**config.mk**
```make
export PLATFORM = sky130hd
export DESIGN_NAME = tacs_sequencer
export DESIGN_NICKNAME = d
export VERILOG_FILES = /design/src/design/tacs_pkg.sv /design/src/design/tacs_pin_sync.sv /design/src/design/tacs_sequencer.sv
export SDC_FILE = /design/constraint.sdc
export NUM_CORES = 1
export LEC_CHECK = 0
export BUFFER_PORTS_ARGS = -buffer_cell sky130_fd_sc_hd__buf_2
export CORE_UTILIZATION = 50
export CTS_CLUSTER_DIAMETER = 60
export DETAILED_ROUTE_END_ITERATION = 10
export HOLD_SLACK_MARGIN = 0.1
export PLACE_DENSITY_LB_ADDON = 0.3
export SLEW_MARGIN = 10
export SYNTH_ARGS = -nofsm -noshare
export SYNTH_HDL_FRONTEND = slang
export SYNTH_SLANG_ARGS = --single-unit
```
**constraint.sdc**
```tcl
create_clock -name clk -period 1.9 [get_ports clk]
set_input_delay 0.19 -clock clk [delete_from_list [all_inputs] [get_ports clk]]
set_output_delay 0.19 -clock clk [all_outputs]
set_load 0.005 [all_outputs]
```
**src/design/tacs_pkg.sv**
```systemverilog
/*
 * Package for the touch-converter control byte sequencer: control byte
 * layout, power-down codes, sequence counts and carried structs.
 * Assumes nothing beyond a SystemVerilog compiler.
 */
package tacs_pkg;

  localparam int CMD_WIDTH = 8;
  localparam int START_POS = 7;
  localparam int CHAN_MSB = 6;
  localparam int CHAN_LSB = 4;
  localparam int RES_POS = 3;
  localparam int REFCFG_POS = 2;
  localparam int PD_MSB = 1;
  localparam int PD_LSB = 0;

  localparam logic [1:0] PD_AUTO = 2'h0;
  localparam logic [1:0] PD_REF_OFF_ADC_ON = 2'h1;
  localparam logic [1:0] PD_REF_ON_ADC_OFF = 2'h2;
  localparam logic [1:0] PD_ALWAYS_ON = 2'h3;

  // shift-clock edges after the start marker at which acquisition begins
  localparam logic [4:0] ACQ_EDGE = 5'h4;
  // control byte complete: hold and convert
  localparam logic [4:0] HOLD_EDGE = 5'h7;
  localparam logic [4:0] CONV_BITS_12 = 5'h0C;
  localparam logic [4:0] CONV_BITS_8 = 5'h08;
  localparam int RESULT_WIDTH = 12;

  localparam int HOLD_LIMIT_NS = 1600000;
  localparam int CLK_PERIOD_NS = 20;
  localparam int HOLD_LIMIT_CYCLES = HOLD_LIMIT_NS / CLK_PERIOD_NS;

  typedef struct packed {
    logic [2:0] channelSelectField;
    logic eightBit;
    logic refConfigBit;
    logic [1:0] powerDownField;
  } tacs_cmd_t;

  typedef struct packed {
    logic refOn;
    logic adcOn;
    logic penIrqEnable;
    logic yMinusOn;
  } tacs_power_t;

  typedef enum logic [1:0] {
    IDLE,
    SHIFT,
    CONVERT
  } tacs_state_t;

endpackage : tacs_pkg

```
**src/design/tacs_pin_sync.sv**
```systemverilog
/*
 * Three-flop pin synchroniser with agreement filter and edge pulses.
 * Assumes the pin is asynchronous to clk.
 */
`timescale 1ns/10ps
`default_nettype none
module tacs_pin_sync (
  input wire logic clk,
  input wire logic rst,
  input wire logic pin,
  output logic level,
  output logic rise,
  output logic fall
);
  logic s1;
  logic s2;
  logic s3;

  // s1 feeds s2 only
  always_ff @(posedge clk) begin
    if (rst) begin
      s1 <= 1'b0;
      s2 <= 1'b0;
      s3 <= 1'b0;
    end else begin
      s1 <= pin;
      s2 <= s1;
      s3 <= s2;
    end
  end

  always_ff @(posedge clk) begin
    if (rst) begin
      level <= 1'b0;
      rise <= 1'b0;
      fall <= 1'b0;
    end else begin
      rise <= 1'b0;
      fall <= 1'b0;
      if (s2 == s3 && s3 != level) begin
        level <= s3;
        rise <= s3;
        fall <= ~s3;
      end
    end
  end
endmodule : tacs_pin_sync
`default_nettype wire

```
**src/design/tacs_sequencer.sv**
```systemverilog
/*
 * Control byte decoder and conversion sequencer of a touch-screen converter.
 * Assumes a host driving shiftClock, serialIn and csN on a synchronous serial
 * link much slower than clk; the successive-approximation core supplies one
 * result bit (sarBit) per conversion clock while sarPhase is high.
 */
`timescale 1ns/10ps
`default_nettype none
module tacs_sequencer
  import tacs_pkg::*;
(
  input wire logic clk,
  input wire logic rst,
  input wire logic shiftClock,
  input wire logic serialIn,
  input wire logic csN,
  input wire logic sarBit,
  output logic serialOut,
  output logic serialOutEn,
  output logic busy,
  output logic busyEn,
  output logic acquire,
  output logic hold,
  output logic sarPhase,
  output tacs_pkg::tacs_cmd_t activeCmd,
  output tacs_pkg::tacs_power_t power,
  output logic singleEndedRef,
  output logic holdTimeout
);
  import tacs_pkg::*;

  logic clkLevel;
  logic clkRise;
  logic clkFall;
  logic dinLevel;
  logic csLevel;

  tacs_state_t state;
  logic [CMD_WIDTH-2:0] shiftReg;
  logic [4:0] bitCount;
  logic [4:0] convCount;
  logic [4:0] convBits;
  logic converting;
  logic [RESULT_WIDTH-1:0] result;
  logic [4:0] outLeft;
  logic refLatched;
  logic [1:0] pdCode;
  logic [$clog2(HOLD_LIMIT_CYCLES+1)-1:0] holdTimer;

  function automatic tacs_cmd_t decodeCmd(input logic [CMD_WIDTH-1:0] b);
    tacs_cmd_t c;
    c.channelSelectField = b[CHAN_MSB:CHAN_LSB];
    c.eightBit = b[RES_POS];
    c.refConfigBit = b[REFCFG_POS];
    c.powerDownField = b[PD_MSB:PD_LSB];
    return c;
  endfunction : decodeCmd

  tacs_pin_sync clkSync (
    .clk(clk),
    .rst(rst),
    .pin(shiftClock),
    .level(clkLevel),
    .rise(clkRise),
    .fall(clkFall)
  );
  tacs_pin_sync dinSync (
    .clk(clk),
    .rst(rst),
    .pin(serialIn),
    .level(dinLevel),
    .rise(),
    .fall()
  );
  // reset idles deselected: level starts 0, so invert sense of the synced copy
  tacs_pin_sync csSync (
    .clk(clk),
    .rst(rst),
    .pin(~csN),
    .level(csLevel),
    .rise(),
    .fall()
  );

  // command capture; sampling on rising shift clock edges
  always_ff @(posedge clk) begin
    if (rst || !csLevel) begin
      state <= IDLE;
      shiftReg <= '0;
      bitCount <= '0;
      activeCmd <= '0;
      busy <= 1'b0;
      acquire <= 1'b0;
      hold <= 1'b0;
    end else if (clkRise) begin
      busy <= 1'b0;
      case (state)
        IDLE: begin
          if (dinLevel) begin
            state <= SHIFT;
            bitCount <= 5'h1;
          end
        end
        SHIFT: begin
          shiftReg <= {shiftReg[CMD_WIDTH-3:0], dinLevel};
          bitCount <= bitCount + 5'h1;
          if (bitCount == ACQ_EDGE) begin
            acquire <= 1'b1;
            hold <= 1'b0;
          end
          if (bitCount == HOLD_EDGE) begin
            activeCmd <= decodeCmd({1'b1, shiftReg[CMD_WIDTH-3:0], dinLevel});
            acquire <= 1'b0;
            hold <= 1'b1;
            state <= IDLE;
            bitCount <= '0;
          end
        end
        default: state <= IDLE;
      endcase
    end else if (clkFall && converting && convCount == 5'h0) begin
      // one pulse on the fall that closes the byte; cleared by the next rise
      busy <= 1'b1;
    end
  end

  // conversion clocks; next byte may arrive while these run
  always_ff @(posedge clk) begin
    if (rst || !csLevel) begin
      converting <= 1'b0;
      convCount <= '0;
      convBits <= CONV_BITS_12;
      result <= '0;
      sarPhase <= 1'b0;
    end else begin
      if (clkRise && state == SHIFT && bitCount == HOLD_EDGE) begin
        converting <= 1'b1;
        convCount <= '0;
        convBits <= convLength(shiftReg);
        result <= '0;
        sarPhase <= 1'b1;
      end else if (clkRise && converting) begin
        result <= {result[RESULT_WIDTH-2:0], sarBit};
        convCount <= convCount + 5'h1;
        if (convCount + 5'h1 == convBits) begin
          converting <= 1'b0;
          sarPhase <= 1'b0;
        end
      end
    end
  end

  function automatic logic serialInRes(input logic [CMD_WIDTH-2:0] s);
    // resolution bit sits two places above the newest shifted bit
    return s[RES_POS-1];
  endfunction : serialInRes

  // conversion length chosen by the resolution bit of the byte in flight
  function automatic logic [4:0] convLength(input logic [CMD_WIDTH-2:0] s);
    return serialInRes(s) ? CONV_BITS_8 : CONV_BITS_12;
  endfunction : convLength

  // straight binary, msb first; each bit leaves on the fall after the rise
  // that resolved it, so the last bit is out by the twelfth clock
  always_ff @(posedge clk) begin
    if (rst || !csLevel) begin
      outLeft <= '0;
      serialOut <= 1'b0;
    end else if (clkRise && state == SHIFT && bitCount == HOLD_EDGE) begin
      outLeft <= convLength(shiftReg);
    end else if (clkFall) begin
      if (outLeft != 5'h0 && convCount != 5'h0) begin
        serialOut <= result[0];
        outLeft <= outLeft - 5'h1;
      end else begin
        serialOut <= 1'b0;
      end
    end
  end

  always_ff @(posedge clk) begin
    if (rst) begin
      serialOutEn <= 1'b0;
      busyEn <= 1'b0;
    end else begin
      serialOutEn <= csLevel;
      busyEn <= csLevel;
    end
  end

  // reference latched as hold rises, held through deselect
  always_ff @(posedge clk) begin
    if (rst) begin
      refLatched <= 1'b0;
    end else if (clkRise && state == SHIFT && bitCount == HOLD_EDGE) begin
      refLatched <= shiftReg[PD_MSB-1];
    end
  end

  always_comb begin
    pdCode = activeCmd.powerDownField;
  end

  // power control: reference and converter handled apart
  always_ff @(posedge clk) begin
    if (rst) begin
      power <= '{refOn: 1'b0, adcOn: 1'b0, penIrqEnable: 1'b1, yMinusOn: 1'b1};
      singleEndedRef <= 1'b1;
    end else begin
      power.refOn <= refLatched;
      // converter on during any active conversion, gaps included
      // hold stays up after the byte, so it must not keep the converter on
      power.adcOn <= csLevel && (converting || acquire || pdCode[0]);
      power.penIrqEnable <= (pdCode != PD_ALWAYS_ON);
      power.yMinusOn <= (pdCode == PD_AUTO) && !converting && !acquire;
      singleEndedRef <= activeCmd.refConfigBit;
    end
  end

  // flags a conversion that is held too long for the sample to stay valid
  always_ff @(posedge clk) begin
    if (rst || !converting) begin
      holdTimer <= '0;
      holdTimeout <= 1'b0;
    end else if (holdTimer != HOLD_LIMIT_CYCLES[$bits(holdTimer)-1:0]) begin
      holdTimer <= holdTimer + 1'b1;
    end else begin
      holdTimeout <= 1'b1;
    end
  end
endmodule : tacs_sequencer
`default_nettype wire

```
Word-level counts from Yosys, hierarchy flattened --
Cells that the tools add are included.
Operators by class: add/sub/neg operators 4, equal/unequal tests 14, mux-type cells 18, bitwise operators 4, reductions and logical operators 41
Operator list (count):
- $mux W5 | 5
- $add A17 B1 Y17 const B | 1
- $ne A17 B17 Y1 const B | 1
- $logic_and A1 B1 Y1 | 12
- $reduce_and A3 Y1 | 4
- $reduce_bool A2 Y1 | 6
- $add A5 B1 Y5 const B | 2
- $eq A5 B3 Y1 const B | 2
- $pmux W5 S2 | 1
- $reduce_bool A5 Y1 | 2
- $mux W1 | 8
- $reduce_and A2 Y1 | 4
- $reduce_or A2 Y1 | 3
- $eq A5 B5 Y1 | 1
- $logic_not A5 Y1 | 1
- $sub A5 B1 Y5 const B | 1
- $logic_not A2 Y1 | 2
- $logic_or A1 B1 Y1 | 4
- $mux W2 | 2
- $ne A2 B2 Y1 const B | 2
- $not A1 Y1 | 4
- $pmux W2 S2 | 1
- $eq A1 B1 Y1 | 3
- $logic_not A1 Y1 | 3
- other kinds (4) | 6
Storage, ports and cells: register bits after elaboration 80, output and inout bits 20, word-level logic and storage cells 120

Logic depth before layout (Yosys ltp) --
Gate-level depths: netlist of the first run.
word-level depth 5, gate-level depth with buffers 7, gate-level depth less buffers 6

Cells and area by module --
A second synthesis of the first run with hierarchy kept.
Unflattened totals: cell total of the unflattened synthesis 348, area, all modules 3144.3 sq um
By module, submodules not included:
- tacs_sequencer | times used 1, cells each 306, area an instance 2611.3 sq um, sequential area each 1221.2 sq um
- tacs_pin_sync | times used 3, cells each 14, area an instance 177.7 sq um, sequential area each 120.1 sq um

Worst setup path after synthesis of the first run --
OpenSTA, ideal clock, no wires.
kind reg2reg, start point register convCount[0], end point register outLeft[2], setup time 0.126 ns, arrival 1.627 ns, required time 1.774 ns, setup slack 0.147 ns, stages on the path, launching flop included 8, path buffers 1, period minus slack after synthesis 1.753 ns, cells stage by stage dfxtp_1 > inv_1 > ha_1 > or4b_4 > and3_4 > buf_6 > a211oi_1 > nor4_2
Between the ends: cells in the longest elaborated chain, start to end 4
Ends and longest elaborated chain:
- start, declared | line tacs_sequencer.sv:41 | logic [4:0] convCount;
- start signal, assigned | line tacs_sequencer.sv:144 | convCount <= convCount + 5'h1;
- $reduce_bool A5 Y1 | line tacs_sequencer.sv:172 | if (outLeft != 5'h0 && convCount != 5'h0) begin
- $logic_and A1 B1 Y1 | line tacs_sequencer.sv:172
- $reduce_bool A2 Y1 (no line)
- $reduce_and A2 Y1 (no line)
- end signal, assigned | line tacs_sequencer.sv:170 | outLeft <= convLength(shiftReg);
- end signal, assigned | line tacs_sequencer.sv:174 | outLeft <= outLeft - 5'h1;
- end, declared | line tacs_sequencer.sv:45 | logic [4:0] outLeft;
No other way between the ends. A chain may end at the register's enable or synchronous reset.

Worst setup path after layout of the first run --
start point register bitCount[2], end point register refLatched
Between the ends: cells in the longest elaborated chain, start to end 2
Ends and longest elaborated chain:
- start, declared | line tacs_sequencer.sv:40 | logic [4:0] bitCount;
- start signal, assigned | line tacs_sequencer.sv:106 | bitCount <= bitCount + 5'h1;
- $eq A5 B3 Y1 | line tacs_sequencer.sv:195 | end else if (clkRise && state == SHIFT && bitCount == HOLD_EDGE) begin
- $logic_and A1 B1 Y1 | line tacs_sequencer.sv:195
- end signal, assigned | line tacs_sequencer.sv:196 | refLatched <= shiftReg[PD_MSB-1];
- end, declared | line tacs_sequencer.sv:46 | logic refLatched;
No other way between the ends.

==> flow_summary.yaml, run 1 <==
run_status:
  outcome: "completed"
global_routing:
  overflow: 0
  groute.usage.overall: 0.193
  grt_max_degree: 25
  grt_antenna_before_repair: 0
  number_of_global_route_vias_before_repair: 2033
  first_pass_grt_wire_length_um: 9210
power_and_ir_drop:
  p_leak_nw: 1.24
  total_power_mw: 2.75
  power_density_nw_per_um2: 800
  vdd_drop_max_mv: 0.518
floorplan:
  top_level_ports: 26
  floorplan.core_area_um2: 5680
  die-width_um: 79.7
  rows: 27
  fp.dieH_um: 79.7
  dieArea_um2: 6360
  initial_utilization: 0.532
timing:
  grt_setup_unrepaired: "false"
  maxClockFrequency_mhz: 568
  final-setup-viol-count: 0
  clock_skew_ns: 0.00879
  final.setup.tns_ns: 0
  finalWorstPathRequiredPeriod_ns: 1.76
  timing.final.max_slew_violations: 0
  slew_headroom: 0.652
  timing_worst_slew_pin_value_ns: 0.521
  finalHoldViolCount: 0
  fin_crit_sh: 0.927
detailed_routing:
  route.detailed.vias_per_inst: 5.30
  vias: 2385
  totalWireLength_um: 5750
  first_drt_pass_iteration_count: 5
  starting_drt_drc_count: 93
  detail_route.drc_violations: 0
  ant_nets: 0
  routedWlPerCell_um: 12.8
clock_tree:
  number_of_buffers_created_by_cts: 9
  clock-sinks: 75
  cts_htree_levels: 3
  cts_tree: "yes"
  cts_buffer_depth: 2
  cts_root_buffer: "sky130_fd_sc_hd__clkbuf_8"
  postCtsSetupRepairBufs: 0
  path_clk_slew_ns: 0.08
  clock_insertion_delay_worst_skew_ns: 0.36
synthesis:
  yosysWarningCount: 0
  synth_ff_type: "sky130_fd_sc_hd__dfxtp_1"
  seq_area_frac_synth: 0.497
  post_synthesis_async_set_or_reset_flop_share: 0
  syn_nets: 357
  synthCells: 343
  yosys_register_bits: 75
  syn_area_per_cell_um2: 8.81
  syn-cell-area_um2: 3020
  post_synth_num_cell_types: 49
  synth_enable_flop_cells: 0
setup_path:
  crit_buf_inv: 1
  crit_start: "bitCount[2]$_SDFFE_PP0P_"
  worst_r2r_startpoint: "bitCount[2]$_SDFFE_PP0P_"
  critical-path-max-stage-delay_ns: 0.46
  worst_ep_required_time_ns: 2.19
  timing.critical_path.cells: "nor3b_1 > and3_1 > buf_4 > nand2_1 > a21oi_1"
  timing.critical_path.arrival_ns: 2.05
  worst_path_max_fanout: 9
  critPathSlowestCell: "sky130_fd_sc_hd__and3_1"
  criticalPathCategory: "flip-flop to flip-flop"
  critPathTopFamily: "simple AND/OR/NAND/NOR gates"
  critical_path_sink_type: "flip-flop"
  worst_setup_path_start_kind: "flip-flop"
min_path:
  min_from: "rst"
  min-delay-path-class: "input port to flip-flop"
layout:
  synthToLayoutAreaGrowth_pct: 13.8
  final_layout_size_suffix_gt1_frac: 0.161
  final_antenna_diode_count: 0
  num-nets-final: 387
  final_design_area_no_fill_um2: 3440
place:
  dp_hpwl_um: 3830
  dpl-instance-area_um2: 3200
  port_buffers: 25
  gp_congestion: 0.807
run:
  max_cap_violations: 0
[state kept, by name, summed over array words and instances, names as in the netlist, 2 cells and up]
| name | flops |
|---|---|
| convCount | 5 |
| shiftReg | 6 |
| outLeft | 5 |
| activeCmd | 5 |
| power | 4 |
| holdTimer | 17 |
| bitCount | 5 |
| pdCode | 2 |
[Yosys cell counts (2+ instances only)]
cell,count,area share
sky130_fd_sc_hd__a211oi_1,3,0.0075
sky130_fd_sc_hd__a21oi_1,28,0.046
sky130_fd_sc_hd__a22oi_1,2,0.0050
sky130_fd_sc_hd__and2_1,4,0.0083
sky130_fd_sc_hd__and3_1,2,0.0041
sky130_fd_sc_hd__and3_2,2,0.0050
sky130_fd_sc_hd__and4_1,3,0.0087
sky130_fd_sc_hd__buf_6,2,0.0075
sky130_fd_sc_hd__clkbuf_1,12,0.015
sky130_fd_sc_hd__dfxtp_1,75,0.50
sky130_fd_sc_hd__ha_1,8,0.033
sky130_fd_sc_hd__inv_1,12,0.015
sky130_fd_sc_hd__mux2_2,2,0.0075
sky130_fd_sc_hd__nand2_1,50,0.062
sky130_fd_sc_hd__nand3_1,20,0.033
sky130_fd_sc_hd__nand3b_1,2,0.0050
sky130_fd_sc_hd__nand4_1,7,0.014
sky130_fd_sc_hd__nor2_1,33,0.041
sky130_fd_sc_hd__nor2b_1,11,0.023
sky130_fd_sc_hd__nor3_1,3,0.0050
sky130_fd_sc_hd__o21a_1,2,0.0050
sky130_fd_sc_hd__o21ai_0,14,0.023
sky130_fd_sc_hd__or3_1,3,0.0062
sky130_fd_sc_hd__or4_1,3,0.0075
sky130_fd_sc_hd__xnor2_1,4,0.012
sky130_fd_sc_hd__xor2_1,13,0.038
[kinds of logic after synthesis]
| logic type | Yosys count | share of synthesized area |
|---|---|---|
| compound gates | 55 | 0.103 |
| mux | 3 | 0.0108 |
| fa+ha+maj | 8 | 0.0331 |
| simple gates | 156 | 0.264 |
| buf+inv | 29 | 0.0427 |
| xor+xnor | 17 | 0.0493 |
| flops | 75 | 0.497 |
[worst paths after layout]
| check | endpoint | slack, ns | depth (start not counted) |
|---|---|---|---|
| min | power[0]$_SDFF_PP1_ | 0.13 | 3 |
| max reg2reg | refLatched$_SDFFE_PP0P_ | 0.14 | 5 |
| min reg2reg | dinSync.s2$_SDFF_PP0_ | 0.45 | 1 |
| max | refLatched$_SDFFE_PP0P_ | 0.14 | 5 |
[layer usage]
layer / part of all wire / track usage / routed length [um] / vias to the layer above
met3: 0.040 / 0.0354 / 230 / 10
met2: 0.44 / 0.287 / 2500 / 47
li1: - / - / - / 1230
met5: 0 / 0 / 0 / -
met1: 0.50 / 0.252 / 2880 / 1098
met4: 0.024 / 0.133 / 136 / 0
[where the power goes]
| group | internal, mW | switching (mW) | leakage [nW] |
|---|---|---|---|
| registers | 1.58 | 0.00369 | 0.606 |
| clock network | 0.494 | 0.646 | 0.0872 |
| logic | 0.0162 | 0.0123 | 0.547 |
| total | 2.09 | 0.662 | 1.24 |
[layout by cell type (no fill, tap or decap), types with 7 or more instances in the layout]
master,n
sky130_fd_sc_hd__a21oi_1,28
sky130_fd_sc_hd__buf_2,25
sky130_fd_sc_hd__buf_4,7
sky130_fd_sc_hd__clkbuf_8,9
sky130_fd_sc_hd__dfxtp_1,75
sky130_fd_sc_hd__ha_1,8
sky130_fd_sc_hd__inv_1,12
sky130_fd_sc_hd__nand2_1,50
sky130_fd_sc_hd__nand3_1,20
sky130_fd_sc_hd__nand4_1,7
sky130_fd_sc_hd__nor2_1,33
sky130_fd_sc_hd__nor2b_1,11
sky130_fd_sc_hd__o21ai_0,14
sky130_fd_sc_hd__xor2_1,13
[metrics by stage]
| stage | utilization | setup slack [ns] | std cells | hold slack (ns) |
|---|---|---|---|---|
| after CTS | 0.604 | 0.113 | 450 | 0.135 |
| after global routing | 0.606 | 0.0206 | 450 | 0.148 |
| after global placement | 0.565 | 0.190 | 430 | 0.343 |
| after floorplan | - | 0.147 | 343 | 0.257 |
| final | 0.606 | 0.138 | 450 | 0.133 |
| after detailed placement | 0.565 | 0.122 | 430 | 0.344 |
[what timing repair did]
| action | 4_1_cts | 5_1_grt |
|---|---|---|
| hold buffers | 4 | 0 |
| gates resized for setup | 0 | 2 |
| setup endpoints to repair | 0 | 5 |
| endpoints found under the hold margin | 4 | 0 |
[cell type report]
| class | count | area, um^2 |
|---|---|---|
| inverters | 12 | 45.0 |
| multi-input cells | 239 | 1400 |
| clock buffers | 9 | 124 |
| well taps | 72 | 90.1 |
| flip-flops and latches | 75 | 1500 |
| repair buffers | 36 | 218 |
| clock inverters | 7 | 58.8 |
| fillers | 507 | 2240 |
[worst reg2reg max path, cell delays in order (launching register included)]
cell	delay, ns
sky130_fd_sc_hd__dfxtp_1	0.42
sky130_fd_sc_hd__nor3b_1	0.38
sky130_fd_sc_hd__and3_1	0.46
sky130_fd_sc_hd__buf_4	0.23
sky130_fd_sc_hd__nand2_1	0.08
sky130_fd_sc_hd__a21oi_1	0.13
Note: power is estimated with default switching activity, not from simulation.
==> run 2: changes to the inputs <==
--- a/config.mk
+++ b/config.mk
@@ -6,12 +6,12 @@
 export NUM_CORES = 1
 export LEC_CHECK = 0
 export BUFFER_PORTS_ARGS = -buffer_cell sky130_fd_sc_hd__buf_2
-export CORE_UTILIZATION = 50
+export CORE_UTILIZATION = 37
 export CTS_CLUSTER_DIAMETER = 60
 export DETAILED_ROUTE_END_ITERATION = 10
 export HOLD_SLACK_MARGIN = 0.1
 export PLACE_DENSITY_LB_ADDON = 0.3
-export SLEW_MARGIN = 10
+export SLEW_MARGIN = 0
 export SYNTH_ARGS = -nofsm -noshare
 export SYNTH_HDL_FRONTEND = slang
 export SYNTH_SLANG_ARGS = --single-unit
==> constraint.sdc (replaced) <==
create_clock -name clk -period 2.2 [get_ports clk]
set_input_delay 0.22 -clock clk [delete_from_list [all_inputs] [get_ports clk]]
set_output_delay 0.22 -clock clk [all_outputs]
set_load 0.005 [all_outputs]
==> run 2 against run 1 <==
Effect of this change: clock skew increased by 0.00078 ns; utilization shrank 16 points; first-iteration DRC count grew 9.7%; sequential share of layout area decreased by 0.14 points; final cell count grew 6.2%; clock power is 11% lower; critical endpoint is now holdTimer[1]$_SDFFE_PP0P_; via count hardly changed; routed wire length is 3.4% higher; highest routed layer unchanged; die area up 34%; sequential cell count stayed put; critical path depth decreased by 1.
==> flow_summary.yaml, run 2 (synthesis results as in run 1) <==
run_status:
  outcome: "completed"
layout:
  largest_reg_flops: 17
  regMostFlops: "holdTimer"
  layout.area.seq_um2: 1500
  synthToLayoutAreaGrowth_pct: 14.2
  multi_input_comb_area_um2: 1390
  final_common_cell: "sky130_fd_sc_hd__dfxtp_1"
  final_layout_size_suffix_gt1_frac: 0.149
  fillCellCount: 773
  final_core_util: 0.442
  num-nets-final: 385
  most_frequent_cells_in_the_layout: "75 x sky130_fd_sc_hd__dfxtp_1, 50 x sky130_fd_sc_hd__nand2_1, 33 x sky130_fd_sc_hd__nor2_1"
  final_antenna_diode_count: 0
  layout_top_registers: "holdTimer (17), shiftReg (6)"
floorplan:
  initial_utilization: 0.387
  dieArea_um2: 8530
  die-width_um: 92.4
  fp.dieH_um: 92.4
  top_level_ports: 26
  floorplan.core_area_um2: 7810
  rows: 32
power_and_ir_drop:
  clkPwrFrac: 0.422
  vdd_drop_max_mv: 0.361
  sequentialPowerShare: 0.569
  internal_power_mw: 1.90
  p_comb_frac: 0.009
  power_density_nw_per_um2: 697
  total_power_mw: 2.40
  switching_share: 0.211
  power.switching_mw: 0.507
  p_leak_nw: 1.24
clock_tree:
  path_clk_slew_ns: 0.08
  cts_resized: 0
  number_of_buffers_created_by_cts: 9
  clock-sinks: 75
  cts_htree_levels: 3
  cts_tree: "yes"
  cts_root_buffer: "sky130_fd_sc_hd__clkbuf_8"
  clock_insertion_delay_worst_skew_ns: 0.35
  cts_buffer_depth: 2
  postCtsSetupRepairBufs: 0
  cts.hold.buffers_added: 3
setup_path:
  critPathTopFamily: "simple AND/OR/NAND/NOR gates"
  worst_path_max_fanout: 5
  criticalPathCategory: "flip-flop to flip-flop"
  critical-path-max-stage-delay_ns: 0.54
  timing.critical_path.arrival_ns: 2.03
  worst_setup_path_start_kind: "flip-flop"
  critPathSlowestCell: "sky130_fd_sc_hd__or4_1"
  timing.critical_path.cells: "or4_1 > nor4_1 > and2_1 > o21ai_0"
  critical_path_sink_type: "flip-flop"
  worst_ep_required_time_ns: 2.43
  crit_buf_inv: 0
detailed_routing:
  starting_drt_drc_count: 102
  first_drt_pass_iteration_count: 4
  detail_route.drc_violations: 0
  routedWlPerCell_um: 12.4
  totalWireLength_um: 5940
  ant_nets: 0
  route.detailed.vias_per_inst: 4.99
  vias: 2387
global_routing:
  groute.usage.overall: 0.149
  overflow: 0
  grt_antenna_before_repair: 0
  grt_max_degree: 25
  first_pass_grt_wire_length_um: 9940
  number_of_global_route_vias_before_repair: 2078
run:
  max_cap_violations: 0
timing:
  maxClockFrequency_mhz: 553
  final-setup-viol-count: 0
  final.setup.tns_ns: 0
  fin_crit_sh: 0.822
  hold_ws_ns: 0.133
  finalWorstPathRequiredPeriod_ns: 1.81
  timing_worst_slew_pin_value_ns: 0.572
  grt_setup_unrepaired: "false"
  finalHoldViolCount: 0
  slew_headroom: 0.618
  clock_skew_ns: 0.00957
  timing.final.max_slew_violations: 0
place:
  gp_congestion: 0.748
  dp_hpwl_um: 3920
  port_buffers: 25
min_path:
  min-delay-path-class: "input port to flip-flop"
## run 2: path summary, 6_finish.rpt
check	depth (start not counted)	from	slack [ns]	end
min	3	sarBit	0.13	result[0]$_SDFFE_PP0P_
max reg2reg	4	holdTimer[3]$_SDFFE_PP0P_	0.39	holdTimer[1]$_SDFFE_PP0P_
min reg2reg	1	clkSync.s1$_SDFF_PP0_	0.44	clkSync.s2$_SDFF_PP0_
max	4	holdTimer[3]$_SDFFE_PP0P_	0.39	holdTimer[1]$_SDFFE_PP0P_
## run 2: metal layers
layer,GRT usage,wire length (um)
met5,0,0
met4,0.0742,93
met3,0.0345,252
met2,0.221,2700
met1,0.203,2890
## run 2: final cells by class
type	count	area share
timing repair buffer	34	0.0580
tap	102	0.0370
inverter	12	0.0131
sequential	75	0.435
clock inverter	5	0.0156
clock buffer	11	0.0381
multi-input combinational	239	0.403
## run 2: worst register-to-register path: stages, from the launching register on
cell and delay [ns]:
sky130_fd_sc_hd__dfxtp_1 0.35, sky130_fd_sc_hd__or4_1 0.54, sky130_fd_sc_hd__nor4_1 0.46, sky130_fd_sc_hd__and2_1 0.25, sky130_fd_sc_hd__o21ai_0 0.10
## run 2: power by group through the flow
stage	combinational, mW	sequential [mW]	clock [mW]
after CTS	0.0213	1.37	1.04
after global placement	0.0169	1.40	0
final	0.0214	1.37	1.01
after global routing	0.0239	1.37	1.11
after detailed placement	0.0174	1.40	0
after floorplan	0.00893	1.40	0
## run 2: metrics by stage
| stage | cells | cell area, um^2 | setup WS (ns) |
|---|---|---|---|
| final | 478 | 3450 | 0.393 |
| after global routing | 478 | 3450 | 0.257 |
| after CTS | 478 | 3450 | 0.392 |
| after detailed placement | 459 | 3230 | 0.422 |
| after global placement | 459 | 3230 | 0.489 |
| after floorplan | 343 | 3020 | 0.447 |
==> run 3: changes to the inputs <==
--- a/config.mk
+++ b/config.mk
@@ -5,6 +5,7 @@
 export SDC_FILE = /design/constraint.sdc
 export NUM_CORES = 1
 export LEC_CHECK = 0
+export ABC_AREA = 1
 export BUFFER_PORTS_ARGS = -buffer_cell sky130_fd_sc_hd__buf_2
 export CORE_UTILIZATION = 37
 export CTS_CLUSTER_DIAMETER = 60
==> constraint.sdc (replaced) <==
create_clock -name clk -period 1.61 [get_ports clk]
set_input_delay 0.161 -clock clk [delete_from_list [all_inputs] [get_ports clk]]
set_output_delay 0.161 -clock clk [all_outputs]
set_load 0.005 [all_outputs]
==> run 3 against run 2 <==
Effect of this change: total power increased by 36%; global-route usage grew 0.58 points; clock skew up 0.0030 ns; register-to-register slack lost 0.24 ns; worst hold slack improved by 0.27 ns; final cell count increased by 15%.
==> flow_summary.yaml, run 3 <==
run_status:
  outcome: "completed"
place:
  dpl.cell_count: 529
  dp_hpwl_um: 4520
  port_buffers: 25
  gp_congestion: 0.815
  dp_worst_setup_slack_ns: 0.145
  dpl-instance-area_um2: 3440
timing:
  final.setup.worst_slack_ns: 0.106
  grt_setup_unrepaired: "false"
  final-setup-viol-count: 0
  slew_headroom: 0.749
  timing.final.max_slew_violations: 0
  maxClockFrequency_mhz: 665
  final.setup.tns_ns: 0
  timing_worst_slew_pin_value_ns: 0.377
  clock_skew_ns: 0.0126
  finalHoldViolCount: 0
  hold_ws_ns: 0.405
  finalWorstPathRequiredPeriod_ns: 1.50
  fin_crit_sh: 0.934
clock_tree:
  number_of_buffers_created_by_cts: 9
  cts_buffer_depth: 2
  cts_tree: "yes"
  path_clk_slew_ns: 0.07
  postCtsSetupRepairBufs: 0
  clock_insertion_delay_worst_skew_ns: 0.35
  cts_htree_levels: 3
  clock-sinks: 75
  cts_root_buffer: "sky130_fd_sc_hd__clkbuf_8"
setup_path:
  worst_r2r_startpoint: "bitCount[1]$_SDFFE_PP0P_"
  timing.critical_path.arrival_ns: 1.74
  worst_ep_required_time_ns: 1.85
  worst_path_max_fanout: 14
  critical_path_sink_type: "flip-flop"
  crit_top_cell: "sky130_fd_sc_hd__inv_2"
  stages_on_the_worst_setup_path: 7
  crit_start: "rst"
  worst_setup_path_start_kind: "input port"
  critical-path-max-stage-delay_ns: 0.53
  critPathSlowestCell: "sky130_fd_sc_hd__dlygate4sd3_1"
  crit_buf_inv: 4
  critPathTopFamily: "buffers and inverters"
  reg2reg_slack_ns: 0.15
  ff2ff_path_depth: 10
  timing.critical_path.cells: "dlygate4sd3_1 > buf_2 > inv_2 > nand2_4 > inv_2 > nand2_1 > o31ai_1"
  criticalPathCategory: "input port to flip-flop"
detailed_routing:
  vias: 2546
  totalWireLength_um: 6150
  detail_route.drc_violations: 0
  route.detailed.vias_per_inst: 4.63
  first_drt_pass_iteration_count: 4
  starting_drt_drc_count: 64
  routedWlPerCell_um: 11.2
  ant_nets: 0
power_and_ir_drop:
  total_power_mw: 3.28
  power_density_nw_per_um2: 890
  vdd_drop_max_mv: 0.444
  p_leak_nw: 1.47
layout:
  largest_reg_flops: 17
  final_design_area_no_fill_um2: 3680
  regMostFlops: "holdTimer"
  most_frequent_cells_in_the_layout: "75 x sky130_fd_sc_hd__dfxtp_1, 63 x sky130_fd_sc_hd__nand2_1, 58 x sky130_fd_sc_hd__inv_1"
  num-nets-final: 454
  fin_cells: 550
  final_layout_size_suffix_gt1_frac: 0.204
  final_common_cell: "sky130_fd_sc_hd__dfxtp_1"
  final_antenna_diode_count: 0
  final_core_util: 0.442
  layout_top_registers: "holdTimer (17), shiftReg (6)"
  synthToLayoutAreaGrowth_pct: 14.2
floorplan:
  floorplan.core_area_um2: 8340
  rows: 33
  dieArea_um2: 9100
  die-width_um: 95.4
  fp.dieH_um: 95.4
  initial_utilization: 0.387
  top_level_ports: 26
min_path:
  holdPathStages: 2
  min-delay-path-class: "flip-flop to flip-flop"
  min_from: "clkSync.s1$_SDFF_PP0_"
synthesis:
  post_synthesis_async_set_or_reset_flop_share: 0
  synth_ff_type: "sky130_fd_sc_hd__dfxtp_1"
  netlist_top_cells_count: "75 x sky130_fd_sc_hd__dfxtp_1, 63 x sky130_fd_sc_hd__nand2_1, 58 x sky130_fd_sc_hd__inv_1, 41 x sky130_fd_sc_hd__nor2_1, 30 x sky130_fd_sc_hd__a21oi_1"
  synthCells: 404
  most_instantiated_library_cell_after_synthesis: "sky130_fd_sc_hd__dfxtp_1"
  yosysWarningCount: 0
  yosys_register_bits: 75
  synth_enable_flop_cells: 0
  synth_top_cells_by_area: "sky130_fd_sc_hd__dfxtp_1 47%, sky130_fd_sc_hd__nand2_1 7.3%, sky130_fd_sc_hd__inv_1 6.7%"
  netlist.area_leader.share: 0.465
  yosys.area.top_type: "sky130_fd_sc_hd__dfxtp_1"
  post_synth_num_cell_types: 43
  syn_area_per_cell_um2: 7.98
  syn_nets: 418
  seq_area_frac_synth: 0.465
  syn-cell-area_um2: 3230
global_routing:
  grt_antenna_before_repair: 0
  number_of_global_route_vias_before_repair: 2366
  overflow: 0
  grt_max_degree: 16
  groute.usage.overall: 0.155
  first_pass_grt_wire_length_um: 10700
run:
  max_cap_violations: 0
==> run 3: cells by family (layout without fill, tap and decap cells) <==
family,count (synthesis),count (layout),share of synthesized area
flip-flops,75,75,0.465
AO/OA/AOI/OAI,76,76,0.139
adder cells (fa/ha/maj),8,8,0.0310
AND/OR/NAND/NOR,166,166,0.255
buffers and inverters,76,117,0.102
XOR/XNOR,3,3,0.00815
==> run 3: worst reg2reg max path: stages, from the launching register on <==
cell,delay [ns]
sky130_fd_sc_hd__dfxtp_1,0.38
sky130_fd_sc_hd__ha_2,0.22
sky130_fd_sc_hd__nand2_2,0.06
sky130_fd_sc_hd__inv_2,0.08
sky130_fd_sc_hd__nand2_4,0.07
sky130_fd_sc_hd__nor2_8,0.15
sky130_fd_sc_hd__inv_4,0.12
sky130_fd_sc_hd__nand2_4,0.12
sky130_fd_sc_hd__inv_2,0.05
sky130_fd_sc_hd__o21ai_1,0.07
sky130_fd_sc_hd__a21oi_1,0.05
==> run 3: worst paths after layout <==
check	to
setup / recovery	bitCount[3]$_SDFFE_PP0P_
hold / removal	clkSync.s2$_SDFF_PP0_
setup reg to reg	outLeft[0]$_SDFFE_PP0P_
hold reg to reg	clkSync.s2$_SDFF_PP0_
==> run 3: layout make-up <==
| type | instances | area, um^2 |
|---|---|---|
| inverters | 68 | 263 |
| clock buffers | 15 | 186 |
| repair buffers | 33 | 198 |
| clock inverters | 1 | 5.00 |
| fillers | 869 | 4660 |
| multi-input cells | 253 | 1400 |
| well taps | 105 | 131 |
| flip-flops and latches | 75 | 1500 |
==> run 3: power by group <==
part           internal, mW  leakage (nW)  switching, mW
clock network         0.728        0.0997          0.640
registers              1.86         0.606        0.00509
logic                0.0203         0.765         0.0184
total                  2.61          1.47          0.664
==> run 3: layer usage <==
| layer | vias up | track usage | share of wire |
|---|---|---|---|
| li1 | 1360 | - | - |
| met1 | 1143 | 0.199 | 0.50 |
| met2 | 34 | 0.239 | 0.44 |
| met3 | 9 | 0.0494 | 0.040 |
| met4 | 0 | 0.0672 | 0.016 |
| met5 | - | 0 | 0 |
==> run 3: repair_timing <==
action                     in CTS  in global routing
resized for setup               0                  1
hold endpoints to repair        6                  0
hold buffers                    5                  0
setup endpoints to repair       0                  1
